`config.mk`:
```
export PLATFORM = sky130hd
export DESIGN_NAME = ibe_engine
export DESIGN_NICKNAME = d
export VERILOG_FILES = /design/src/inc/ibe_pkg.sv /design/src/rtl/ibe_engine.sv
export SDC_FILE = /design/constraint.sdc
export NUM_CORES = 1
export LEC_CHECK = 0
export ABC_AREA = 1
export ABC_CLOCK_PERIOD_IN_PS = 2700
export BUFFER_PORTS_ARGS = -buffer_cell sky130_fd_sc_hd__clkbuf_2
export CELL_PAD_IN_SITES_DETAIL_PLACEMENT = 0
export CELL_PAD_IN_SITES_GLOBAL_PLACEMENT = 1
export CORE_ASPECT_RATIO = 0.9
export CORE_MARGIN = 1
export CORE_UTILIZATION = 43
export DETAILED_ROUTE_END_ITERATION = 10
export PLACE_DENSITY = 0.89
export SLEW_MARGIN = 20
export SYNTH_ARGS = -nofsm -noshare
export SYNTH_HDL_FRONTEND = slang
export SYNTH_SLANG_ARGS = --single-unit
```
`constraint.sdc`:
```
create_clock -name clk_sys_i -period 2.7 [get_ports clk_sys_i]
set_clock_uncertainty 0.15 [all_clocks]
set_input_delay 0.27 -clock clk_sys_i [delete_from_list [all_inputs] [get_ports clk_sys_i]]
set_output_delay 0.27 -clock clk_sys_i [all_outputs]
set_load 0.01 [all_outputs]
```
`src/inc/ibe_pkg.sv`:
```
// constants, state enum and state record of the i2c master byte engine
// assumes a 100 MHz system clock and an instruction cycle modelled in ns
package ibe_pkg;
    // ****************************************
    // register map (word index on a byte port)
    // ****************************************
    localparam logic [2:0] ADDR_BUF = 3'h0;
    localparam logic [2:0] ADDR_STAT = 3'h1;
    localparam logic [2:0] ADDR_CON2 = 3'h2;
    localparam logic [2:0] ADDR_RATE = 3'h3;
    localparam logic [2:0] ADDR_FLAG = 3'h4;
    // status_register fields
    localparam int STAT_FULL = 0;
    localparam int STAT_STOP = 4;
    // control_register_2 fields
    localparam int CON2_STOP = 2;
    localparam int CON2_RECV = 3;
    localparam int CON2_ACKSEQ = 4;
    localparam int CON2_ACKDATA = 5;
    localparam int CON2_ACK_STATUS_BIT = 6;
    // event register fields, write one to clear
    localparam int FLAG_EVT = 0;
    localparam int FLAG_COLL = 1;
    localparam int FLAG_OVF = 2;
    localparam logic [6:0] RATE_RST = 7'h00;
    // pin vector positions
    localparam int PIN_SDA = 0;
    localparam int PIN_SCL = 1;
    // ****************************************
    // timing
    // ****************************************
    localparam int CLK_NS = 10;
    localparam int TCY_NS = 100;
    localparam int TICK_CYC = TCY_NS / (2 * CLK_NS);
    localparam int COLL_WIN_TCY = 2;
    localparam int COLL_WIN_CYC = COLL_WIN_TCY * TCY_NS / CLK_NS;
    localparam logic [2:0] TICK_LAST = 3'(TICK_CYC - 1);
    localparam logic [4:0] WIN_LOAD = 5'(COLL_WIN_CYC);
    // ****************************************
    // types
    // ****************************************
    typedef enum logic [3:0] {
        ST_IDLE, ST_TX_LOW, ST_TX_WAIT, ST_TX_HIGH, ST_RX_LOW, ST_RX_WAIT,
        ST_RX_HIGH, ST_ACK_LOW, ST_ACK_WAIT, ST_ACK_HIGH, ST_STOP_SDA,
        ST_STOP_LOW, ST_STOP_HIGH, ST_STOP_REL, ST_STOP_DONE
    } ibe_fsm_t;
    typedef struct packed {
        logic [1:0] pin_s1;
        logic [1:0] pin_s2;
        logic [1:0] pin_s3;
        logic [1:0] pin_f;
        ibe_fsm_t st;
        logic [6:0] cnt;
        logic [2:0] pre;
        logic [6:0] rate;
        logic [3:0] bitn;
        logic [7:0] shift;
        logic [7:0] xbuf;
        logic [4:0] wwin;
        logic [7:0] rd_data;
        logic scl_low;
        logic sda_low;
        logic buffer_full_flag;
        logic stop_seen;
        logic receive_enable_bit;
        logic ack_sequence_enable;
        logic stop_enable_bit;
        logic ack_data_bit;
        logic ack_status_bit;
        logic port_event_flag;
        logic write_collision_flag;
        logic receive_overflow_flag;
    } ibe_state_t;
endpackage : ibe_pkg

```
`src/rtl/ibe_engine.sv`:
```
// i2c master byte engine: transmit, receive, acknowledge and stop sequences
// assumes open-drain scl/sda resolved outside; register port on clk_sys_i
//
// What this block does
// idle buffer write sets full, starts transmit
// bit after scl fall; low, high one period
// seven address bits then direction bit, msb first
// eighth fall clears full, releases sda
// ninth fall samples sda into ack status
// after ninth clock: event flag, counter suspended
// full set by write, cleared after 8 bits
// busy write sets collision; early rewrite updates
// collision flag cleared only by software
// receive enable honoured only while idle
// receive: each rollover toggles scl; rollover ending the high phase shifts sda
// eighth receive fall: copy, flags, scl low
// receive: buffer read clears full flag
// overflow when byte completes while full
// write during receive/ack/stop: collision, unchanged
// ack sequence pulls scl low, drives ack data
// ack: period, release, wait high, period, low
// software picks ack data before ack sequence
// stop: sda low, period, scl high, period, sda high
// stop seen sets status, period later event
// counter reloads from 7-bit rate register
// counter decrements twice per instruction cycle
// ack status held until next ninth clock
//
// The address map and the strobed register port were decided locally.
`timescale 1ns/1ps
`default_nettype none
module ibe_engine
    import ibe_pkg::*;
(
    // clock and reset
    input wire logic clk_sys_i,
    input wire logic srst_i,
    // register port
    input wire logic [2:0] addr_i,
    input wire logic [7:0] wdata_i,
    input wire logic wr_i,
    input wire logic rd_i,
    output logic [7:0] rdata_o,
    // i2c pins, open drain
    input wire logic scl_i,
    output logic scl_o,
    output logic scl_oe_n_o,
    input wire logic sda_i,
    output logic sda_o,
    output logic sda_oe_n_o
);
    // ****************************************
    // state
    // ****************************************
    ibe_state_t q_reg;
    ibe_state_t q_next;
    logic to;

    function automatic logic counting(input ibe_fsm_t s);
        case (s)
            ST_TX_LOW, ST_TX_HIGH, ST_RX_LOW, ST_RX_HIGH, ST_ACK_LOW,
            ST_ACK_HIGH, ST_STOP_LOW, ST_STOP_HIGH, ST_STOP_DONE: counting = 1'b1;
            default: counting = 1'b0;
        endcase
    endfunction : counting

    function automatic logic in_tx(input ibe_fsm_t s);
        in_tx = (s == ST_TX_LOW) || (s == ST_TX_WAIT) || (s == ST_TX_HIGH);
    endfunction : in_tx

    // ****************************************
    // next state
    // ****************************************
    always_comb begin
        logic ld;
        logic [7:0] rx_byte;
        ld = 1'b0;
        to = 1'b0;
        rx_byte = {q_reg.shift[6:0], q_reg.pin_f[PIN_SDA]};
        q_next = q_reg;
        // three-stage pin sampling; a level counts once stages two and three agree
        q_next.pin_s1 = {scl_i, sda_i};
        q_next.pin_s2 = q_reg.pin_s1;
        q_next.pin_s3 = q_reg.pin_s2;
        for (int k = 0; k < 2; k++) begin
            if (q_reg.pin_s2[k] == q_reg.pin_s3[k]) begin
                q_next.pin_f[k] = q_reg.pin_s2[k];
            end
        end
        // rate counter, two decrements per instruction cycle
        if (counting(q_reg.st)) begin
            if (q_reg.pre == 3'h0) begin
                q_next.pre = TICK_LAST;
                if (q_reg.cnt == 7'h00) begin
                    to = 1'b1;
                end else begin
                    q_next.cnt = q_reg.cnt - 7'h01;
                end
            end else begin
                q_next.pre = q_reg.pre - 3'h1;
            end
        end
        if (q_reg.wwin != 5'h00) begin
            q_next.wwin = q_reg.wwin - 5'h01;
        end
        // ****************************************
        // software side; hardware sets below win
        // ****************************************
        q_next.rd_data = 8'h00;
        if (rd_i) begin
            case (addr_i)
                ADDR_BUF: q_next.rd_data = q_reg.xbuf;
                ADDR_STAT: begin
                    q_next.rd_data[STAT_FULL] = q_reg.buffer_full_flag;
                    q_next.rd_data[STAT_STOP] = q_reg.stop_seen;
                end
                ADDR_CON2: begin
                    q_next.rd_data[CON2_STOP] = q_reg.stop_enable_bit;
                    q_next.rd_data[CON2_RECV] = q_reg.receive_enable_bit;
                    q_next.rd_data[CON2_ACKSEQ] = q_reg.ack_sequence_enable;
                    q_next.rd_data[CON2_ACKDATA] = q_reg.ack_data_bit;
                    q_next.rd_data[CON2_ACK_STATUS_BIT] = q_reg.ack_status_bit;
                end
                ADDR_RATE: q_next.rd_data = {1'b0, q_reg.rate};
                ADDR_FLAG: begin
                    q_next.rd_data[FLAG_EVT] = q_reg.port_event_flag;
                    q_next.rd_data[FLAG_COLL] = q_reg.write_collision_flag;
                    q_next.rd_data[FLAG_OVF] = q_reg.receive_overflow_flag;
                end
                default: q_next.rd_data = 8'h00;
            endcase
            if (addr_i == ADDR_BUF && !in_tx(q_reg.st)) begin
                q_next.buffer_full_flag = 1'b0;
            end
        end
        if (wr_i) begin
            case (addr_i)
                ADDR_BUF: begin
                    if (q_reg.st == ST_IDLE) begin
                        q_next.xbuf = wdata_i;
                        q_next.shift = wdata_i;
                        q_next.buffer_full_flag = 1'b1;
                        q_next.bitn = 4'h0;
                        q_next.st = ST_TX_LOW;
                        q_next.scl_low = 1'b1;
                        q_next.sda_low = ~wdata_i[7];
                        q_next.wwin = WIN_LOAD;
                        q_next.stop_seen = 1'b0;
                        ld = 1'b1;
                    end else begin
                        q_next.write_collision_flag = 1'b1;
                        // a late rewrite is dropped; an early one still lands
                        if (in_tx(q_reg.st) && q_reg.wwin != 5'h00) begin
                            q_next.xbuf = wdata_i;
                        end
                    end
                end
                ADDR_CON2: begin
                    q_next.ack_data_bit = wdata_i[CON2_ACKDATA];
                    // requests outside idle are ignored, no queueing
                    if (q_reg.st == ST_IDLE) begin
                        if (wdata_i[CON2_STOP]) begin
                            q_next.stop_enable_bit = 1'b1;
                            q_next.sda_low = 1'b1;
                            q_next.stop_seen = 1'b0;
                            q_next.st = ST_STOP_SDA;
                        end else if (wdata_i[CON2_ACKSEQ]) begin
                            q_next.ack_sequence_enable = 1'b1;
                            q_next.scl_low = 1'b1;
                            q_next.sda_low = ~wdata_i[CON2_ACKDATA];
                            q_next.st = ST_ACK_LOW;
                            ld = 1'b1;
                        end else if (wdata_i[CON2_RECV]) begin
                            q_next.receive_enable_bit = 1'b1;
                            q_next.scl_low = 1'b1;
                            q_next.sda_low = 1'b0;
                            q_next.bitn = 4'h0;
                            q_next.stop_seen = 1'b0;
                            q_next.st = ST_RX_LOW;
                            ld = 1'b1;
                        end
                    end
                end
                ADDR_RATE: q_next.rate = wdata_i[6:0];
                ADDR_FLAG: begin
                    if (wdata_i[FLAG_EVT]) begin
                        q_next.port_event_flag = 1'b0;
                    end
                    if (wdata_i[FLAG_COLL]) begin
                        q_next.write_collision_flag = 1'b0;
                    end
                    if (wdata_i[FLAG_OVF]) begin
                        q_next.receive_overflow_flag = 1'b0;
                    end
                end
                default: ;
            endcase
        end
        // ****************************************
        // sequencer
        // ****************************************
        case (q_reg.st)
            ST_IDLE: ;
            ST_TX_LOW, ST_RX_LOW, ST_ACK_LOW: begin
                if (to) begin
                    q_next.scl_low = 1'b0;
                    q_next.st = (q_reg.st == ST_TX_LOW) ? ST_TX_WAIT
                              : (q_reg.st == ST_RX_LOW) ? ST_RX_WAIT : ST_ACK_WAIT;
                end
            end
            ST_TX_WAIT, ST_RX_WAIT, ST_ACK_WAIT: begin
                // a slave stretching scl suspends the count
                if (q_reg.pin_f[PIN_SCL]) begin
                    ld = 1'b1;
                    q_next.st = (q_reg.st == ST_TX_WAIT) ? ST_TX_HIGH
                              : (q_reg.st == ST_RX_WAIT) ? ST_RX_HIGH : ST_ACK_HIGH;
                end
            end
            ST_TX_HIGH: begin
                if (to) begin
                    q_next.scl_low = 1'b1;
                    ld = 1'b1;
                    if (q_reg.bitn == 4'h8) begin
                        q_next.ack_status_bit = q_reg.pin_f[PIN_SDA];
                        q_next.port_event_flag = 1'b1;
                        q_next.st = ST_IDLE;
                    end else if (q_reg.bitn == 4'h7) begin
                        q_next.buffer_full_flag = 1'b0;
                        q_next.sda_low = 1'b0;
                        q_next.bitn = 4'h8;
                        q_next.st = ST_TX_LOW;
                    end else begin
                        q_next.shift = {q_reg.shift[6:0], 1'b0};
                        q_next.sda_low = ~q_reg.shift[6];
                        q_next.bitn = q_reg.bitn + 4'h1;
                        q_next.st = ST_TX_LOW;
                    end
                end
            end
            ST_RX_HIGH: begin
                if (to) begin
                    q_next.shift = rx_byte;
                    q_next.scl_low = 1'b1;
                    if (q_reg.bitn == 4'h7) begin
                        q_next.receive_enable_bit = 1'b0;
                        q_next.xbuf = rx_byte;
                        q_next.buffer_full_flag = 1'b1;
                        q_next.port_event_flag = 1'b1;
                        if (q_reg.buffer_full_flag) begin
                            q_next.receive_overflow_flag = 1'b1;
                        end
                        q_next.st = ST_IDLE;
                    end else begin
                        q_next.bitn = q_reg.bitn + 4'h1;
                        ld = 1'b1;
                        q_next.st = ST_RX_LOW;
                    end
                end
            end
            ST_ACK_HIGH: begin
                if (to) begin
                    q_next.scl_low = 1'b1;
                    q_next.ack_sequence_enable = 1'b0;
                    q_next.st = ST_IDLE;
                end
            end
            ST_STOP_SDA: begin
                if (!q_reg.pin_f[PIN_SDA]) begin
                    ld = 1'b1;
                    q_next.st = ST_STOP_LOW;
                end
            end
            ST_STOP_LOW: begin
                if (to) begin
                    q_next.scl_low = 1'b0;
                    ld = 1'b1;
                    q_next.st = ST_STOP_HIGH;
                end
            end
            ST_STOP_HIGH: begin
                if (to) begin
                    q_next.sda_low = 1'b0;
                    q_next.st = ST_STOP_REL;
                end
            end
            ST_STOP_REL: begin
                if (q_reg.pin_f[PIN_SDA] && q_reg.pin_f[PIN_SCL]) begin
                    q_next.stop_seen = 1'b1;
                    ld = 1'b1;
                    q_next.st = ST_STOP_DONE;
                end
            end
            ST_STOP_DONE: begin
                if (to) begin
                    q_next.stop_enable_bit = 1'b0;
                    q_next.port_event_flag = 1'b1;
                    q_next.st = ST_IDLE;
                end
            end
            default: q_next.st = ST_IDLE;
        endcase
        if (ld) begin
            q_next.cnt = q_reg.rate;
            q_next.pre = TICK_LAST;
        end
    end

    always_ff @(posedge clk_sys_i) begin
        if (srst_i) begin
            q_reg <= '0;
            q_reg.rate <= RATE_RST;
        end else begin
            q_reg <= q_next;
        end
    end

    // pins only ever pulled low
    assign scl_o = 1'b0;
    assign sda_o = 1'b0;
    assign scl_oe_n_o = ~q_reg.scl_low;
    assign sda_oe_n_o = ~q_reg.sda_low;
    assign rdata_o = q_reg.rd_data;
endmodule : ibe_engine
`default_nettype wire

```
Yosys cells after proc, flatten, opt, wreduce, memory -nomap -nowiden
Memories as Yosys holds them, arrays and structs flattened. A register that Yosys moved wholly into a read port is not among the register bits.
Cells that the tools add are included.
{"block": "word_totals", "ff_bits": 74, "latch_bits": 0, "mem_bits_rw": 0, "mem_bits_ro": 16, "input_bits": 17, "elab_cells": 225, "n_memories": 1}
{"memory": "(no name shown)", "words": 16, "width": 1, "rd": 1, "rd_ports_with_merged_regs": 1, "wr": 0, "line_no": "ibe_engine.sv:60", "rtl": "case (s)"}
{"block": "op_classes", "add_sub_neg": 4, "multipliers": 0, "div_mod_pow": 0, "n_lt_le_gt_ge": 0, "eq_ne": 25, "shifts": 0, "mux": 132, "n_bitwise": 7, "reduce_logical": 28}
{"op": "$mux 4", "count": 29}
{"op": "$mux 1", "count": 55}
{"op": "$mux 8", "count": 6}
{"op": "$pmux 4 s10", "count": 1}
{"op": "$mux 12", "count": 3}
{"op": "$eq 4x4->1 const B", "count": 8}
{"op": "$mux 25", "count": 1}
{"op": "$pmux 12 s2", "count": 1}
{"op": "$mux 21", "count": 1}
{"op": "$eq 4x3->1 const B", "count": 5}
{"op": "$mux 10", "count": 2}
{"op": "$mux 20", "count": 1}
{"op": "$pmux 4 s2", "count": 2}
{"op": "$mux 2", "count": 7}
{"op": "$mux 7", "count": 2}
{"op": "$mux 3", "count": 4}
{"op": "$pmux 1 s3", "count": 4}
{"op": "$pmux 1 s4", "count": 3}
{"op": "$mux 5", "count": 2}
{"op": "$pmux 1 s2", "count": 5}
{"op": "$reduce_or 2->1", "count": 5}
{"op": "$reduce_or 3->1", "count": 3}
{"op": "$eq 4x2->1 const B", "count": 2}
{"op": "$logic_not 7->1", "count": 1}
{"op": "other kinds (26)", "count": 43}

Longest topological paths before layout
{"block": "depth", "ltp_word": 14, "ltp_mapped": 14, "mapped_depth_nobuf": 14}

Worst setup path after synthesis
Ideal clock, no wire load.
{"block": "synth_timing", "path_type": "register to register", "startpoint": "reg q_reg[20] in the netlist's numbering", "endpoint": "reg q_reg[31] in the netlist's numbering", "arrival_ps": 1655, "required_time_ps": 2418, "slack_ps": 763, "path_stages_with_launch": 11, "cell_sequence": "dfxtp_1 -> inv_1 -> ha_1 -> nand2_1 -> nor2_1 -> inv_1 -> o21ai_1 -> buf_2 -> nor2_1 -> a211oi_1 -> nor3_1"}
{"block": "synth_via", "elab_chain_len": 9}
{"element": "start, declared", "line_no": "ibe_engine.sv:55", "rtl": "ibe_state_t q_reg;"}
{"element": "start signal, assigned", "line_no": "ibe_engine.sv:313", "rtl": "q_reg <= q_next;"}
{"element": "$reduce_bool 5->1 *", "line_no": "ibe_engine.sv:153", "rtl": "if (in_tx(q_reg.st) && q_reg.wwin != 5'h00) begin"}
{"element": "$logic_and 1x1->1 *", "line_no": "ibe_engine.sv:153"}
{"element": "$mux 8 *", "line_no": "ibe_engine.sv:153"}
{"element": "$mux 8 *", "line_no": "ibe_engine.sv:139", "rtl": "if (q_reg.st == ST_IDLE) begin"}
{"element": "$mux 21 *", "line_no": "ibe_engine.sv:137", "rtl": "case (addr_i)"}
{"element": "$mux 25 *", "line_no": "ibe_engine.sv:136", "rtl": "if (wr_i) begin"}
{"element": "$mux 8", "line_no": "ibe_engine.sv:244", "rtl": "if (q_reg.bitn == 4'h7) begin"}
{"element": "$mux 20", "line_no": "ibe_engine.sv:241", "rtl": "if (to) begin"}
{"element": "$mux 8 *", "line_no": "ibe_engine.sv:202", "rtl": "case (q_reg.st)"}
Every way passes the cells marked *; elsewhere a longest branch is shown, timed or not.
A chain may end at the register's enable or synchronous reset.

Worst setup path after layout
{"block": "layout_timing", "startpoint": "reg q_reg[64] in the netlist's numbering", "endpoint": "reg q_reg[56] in the netlist's numbering"}
{"block": "layout_via", "elab_chain_len": 9}
{"element": "$logic_not 4->1", "line_no": "ibe_engine.sv:139, ibe_engine.sv:161"}
{"element": "$mux 1 (on tied branches)", "line_no": "ibe_engine.sv:161, ibe_engine.sv:139"}
{"element": "$pmux 1 s2", "line_no": "ibe_engine.sv:137"}
{"element": "$mux 1", "line_no": "ibe_engine.sv:136"}
{"element": "$mux 1", "line_no": "ibe_engine.sv:244"}
{"element": "$mux 1", "line_no": "ibe_engine.sv:241"}
{"element": "$pmux 1 s5 *", "line_no": "ibe_engine.sv:202"}
{"element": "$ne 2x1->1 (no line) / $reduce_bool 2->1 (equally long branches)"}
{"element": "$reduce_and 3->1 (no line)"}
Marked as above.

==> impl_summary.md <==
Run status
The run finished with clean final reports.

Clock network
The post-cts gate resize count is 0. The level count of the clock H-tree is 3. The clock slew seen by the registers of the worst setup and hold paths is 0.09 ns. The later pin in the worst-skew pair is clocked with a latency of 0.36 ns.

TritonCTS built the clock tree. The master cell of the clock root buffer is sky130_fd_sc_hd__clkbuf_8. The cts-stage hold buffer count is 2. The number of buffers inserted by post-CTS setup repair is 0. No sink is reached through more buffers than the 2 on the longest clock path. The clock drives 74 sinks. The number of buffers created by CTS is 9.

Timing
The tightest hold path in the finished design has a slack of 0.0522 ns. Setup violations remaining at the end of the flow were counted as 0. The portion of the clock cycle consumed by the worst path in the final layout is 91.3%. The transition time of the tightest slew-check pin is approximately 0.61 ns. The total negative setup slack is 0 ns.

The max-slew violation count is 0. The worst pin sits at a relative slew slack of 58.6%. The hold violation count in the final report is 0. The worst path in the final design needs a cycle of 2.47 ns, including I/O delays and setup.

Based on the critical path, the design can be clocked at up to 406 MHz. Setup repair after global routing left no endpoint under its margin.

Global route
The global-route total usage across every layer is 23.6%. The maximum number of pins on one net before global-route repair is 27. The via count of the first global-routing pass is 3757. The first global-routing pass estimated 18500 um of wire. After global routing the overflow that remains totals 0.

The number of antenna violations at the first check in global routing is 0.

Finish
For this run, the post-layout net count is 681. From synthesis to final layout, the design area changed by 9.78%. The fraction of layout instances using a drive strength above 1 is 11.9%. For this run, the number of standard cells in the final layout without fillers is about 790.

The flip-flop count of the largest register, all copies and words added is 61. The diode insertion count for antenna repair is 0.

Synth
After technology mapping, the gate count stands at 638. After synthesis, flip-flops and latches occupy 35.3% of the total area. The number of enable flip-flop cells after synthesis is 0. The area fraction in compound gates after synthesis is 16.8%.

The largest total area in the synthesized netlist belongs to sky130_fd_sc_hd__dfxtp_1. The share of flip-flops with an asynchronous set or reset after synthesis is 0%. The synthesized netlist devotes 32.4% of its cell area to simple gates. The most used flip-flop cell after synthesis is sky130_fd_sc_hd__dfxtp_1. Counting instances in the post-synthesis netlist gives the leading cell types as sky130_fd_sc_hd__nand2_1 (150), sky130_fd_sc_hd__inv_1 (85), sky130_fd_sc_hd__dfxtp_1 (74). By area the synthesized netlist is led by sky130_fd_sc_hd__dfxtp_1 (35%), sky130_fd_sc_hd__nand2_1 (13%), sky130_fd_sc_hd__inv_1 (7.6%).

The synthesized area divided by synthesized cell count is 6.58 um^2. Yosys instantiated no cell more often than sky130_fd_sc_hd__nand2_1. During synthesis, Yosys emitted a total of 0 warnings. The portion of synthesized area spent on multiplexers is 0%. The post-synth design cell area is around 0.0042 mm^2. Summing the areas of all fa, ha and maj instances in the mapped netlist gives approximately 1.5% of the synthesized area. The area fraction of the dominant cell type after synthesis is 35.3%.

The netlist uses 42 different library cells. After synthesis, the largest family of logic cells by area is simple AND/OR/NAND/NOR gates. Counting flops and latches in the post-synthesis netlist gives 74.

The xor and xnor fraction of the mapped netlist area is 1.88%.

Setup path
The largest stage delay on the critical path is around 0.39 ns. Data arrives at the worst endpoint at 2.62 ns. The startpoint class of the critical path is a flip-flop. The highest-delay cell along the critical path is sky130_fd_sc_hd__dfxtp_1. Traced cell by cell, the critical path runs through nor2_1, nand2_2, nor2_1, nand2_2, nand2_2, nor2_4, inv_4, nor2_8, inv_2, nand2_1, nand3_1, nand2_1, inv_1. The data required time of the critical path is 2.86 ns. In this run the worst path has a maximum fanout of 19.

The sort of element at the end of the critical path is a flip-flop. The most frequent cell on the critical path is sky130_fd_sc_hd__nand2_2. The critical path is of the flip-flop to flip-flop type.

Floorplanning
The number of primary I/O pins is 29. After floorplanning, the core was sized to cover 0.00929 mm^2. The row count is 33.

The die covers 0.0102 mm^2. The initial utilization of the core area, before any placement, comes to ~45%. The die width is 106 um. The vertical extent of the die is between 90 and 100 um.

Routing
After detailed routing, the number of vias per cell comes to 5.39. The detailed-routing iteration count for the pre-antenna-repair pass is 5. The post-detailed-routing wire length is 11500 um.

The remaining design rule violation count is 0. Dividing the detail-routed wire length by the instance count gives between 10 and 15 um. The detailed router placed 4237 vias in this run. After the first detailed-routing iteration, the DRC count stood at ~460.

The count of antenna-violating nets left after detailed routing is 0.

Placement
The weighted congestion reported at the end of routability-driven placement is about 1.0. The count of buffers added on input and output ports is 26. The HPWL reported at the end of detailed placement is 8740 um. The total placed cells including tap cells is 768.

Power
In this run the power spent charging and discharging nets is 1.19 mW. The share of total power in combinational logic is 30.0%. The largest voltage drop on the vdd net is 0.256 mV. Per report_power, the clock group accounts for around 30% of the total. In this run the static leakage power is approximately 2.2 nW. The total power density per cell area is 677 mW/mm^2.

Sequential cells burn 40.4% of the power. Net switching is a little under two fifths of the power. The design internal power is 1.93 mW.

Min path
The type of the tightest min-delay check is input port to flip-flop.

Job
The max-capacitance violation count is 0.
cell type report:
type | instances | area (um^2)
clock buffer | 9 | 124
fill | 956 | 4680
sequential | 74 | 1480
timing repair buffer | 35 | 203
inverter | 93 | 352
tap | 122 | 153
clock inverter | 7 | 82.6
multi-input combinational | 446 | 2210
final timing paths:
check                              from                      to  slack [ns]  depth (start not counted)
setup / recovery   q_reg[64]$_SDFF_PP0_  q_reg[56]$_SDFFE_PP0P_        0.23                         13
hold / removal               wdata_i[5]  q_reg[50]$_SDFFE_PP0P_        0.05                          3
setup reg to reg   q_reg[64]$_SDFF_PP0_  q_reg[56]$_SDFFE_PP0P_        0.23                         13
hold reg to reg   q_next[70]$_SDFF_PP0_   q_next[68]$_SDFF_PP0_        0.26                          2
power by group through the flow:
stage	registers (mW)	logic (mW)	clock network, mW
finish	1.26	0.936	0.924
global route	1.27	1.05	0.977
CTS	1.26	0.923	0.931
floorplan	1.26	0.722	0
detailed placement	1.28	0.914	0
global placement	1.28	0.916	0
critical path: cells and delay by family (launching register included):
| family | cells | cell delay (ns) |
|---|---|---|
| buffers and inverters | 3 | 0.25 |
| DFF | 1 | 0.39 |
| and+or+nand+nor | 10 | 1.63 |
layout by cell type (no fill, tap or decap), types with 3 or more instances in the layout:
| cell | count |
|---|---|
| sky130_fd_sc_hd__o211ai_1 | 4 |
| sky130_fd_sc_hd__a221oi_1 | 4 |
| sky130_fd_sc_hd__buf_4 | 7 |
| sky130_fd_sc_hd__a211oi_1 | 10 |
| sky130_fd_sc_hd__nor2_2 | 5 |
| sky130_fd_sc_hd__nor2_4 | 6 |
| sky130_fd_sc_hd__nand3_1 | 48 |
| sky130_fd_sc_hd__clkbuf_8 | 9 |
| sky130_fd_sc_hd__o22ai_1 | 3 |
| sky130_fd_sc_hd__a21oi_1 | 47 |
| sky130_fd_sc_hd__clkbuf_2 | 26 |
| sky130_fd_sc_hd__inv_6 | 3 |
| sky130_fd_sc_hd__inv_1 | 85 |
| sky130_fd_sc_hd__nand2_2 | 6 |
| sky130_fd_sc_hd__inv_2 | 6 |
| sky130_fd_sc_hd__xor2_1 | 7 |
| sky130_fd_sc_hd__dfxtp_1 | 74 |
| sky130_fd_sc_hd__nand2_1 | 150 |
| sky130_fd_sc_hd__o21bai_1 | 3 |
| sky130_fd_sc_hd__ha_1 | 5 |
| sky130_fd_sc_hd__nor3_1 | 14 |
| sky130_fd_sc_hd__o21ai_0 | 40 |
| sky130_fd_sc_hd__nor2_1 | 69 |
logic make-up after synthesis:
family / Yosys count
buffers and inverters: 119
adders and majority gates: 5
DFF: 74
other: 1
AOI/OAI and AO/OA: 122
xor gates and xnor gates: 9
and+or+nand+nor: 308
per-layer routing:
metal / wire length [um] / up-vias / global-route usage [%] / part of all wire [%]
met3: 886 / 23 / 4.81 / 7.7
met5: 0 / - / 0 / 0
met2: 5040 / 192 / 37.8 / 44
met1: 5340 / 1933 / 31.9 / 46
met4: 226 / 0 / 7.75 / 2.0
li1: - / 2089 / - / -
stage by stage:
step | worst slack, ns | total power [mW] | util, % | area (um^2)
floorplan | 0.763 | 1.98 | - | 4200
global placement | 0.403 | 2.20 | 47.1 | 4380
detailed placement | 0.332 | 2.20 | 47.1 | 4380
CTS | 0.321 | 3.11 | 49.6 | 4610
global route | 0.0683 | 3.30 | 49.6 | 4610
finish | 0.234 | 3.12 | 49.6 | 4610
Power figures use the tool's default switching activity.
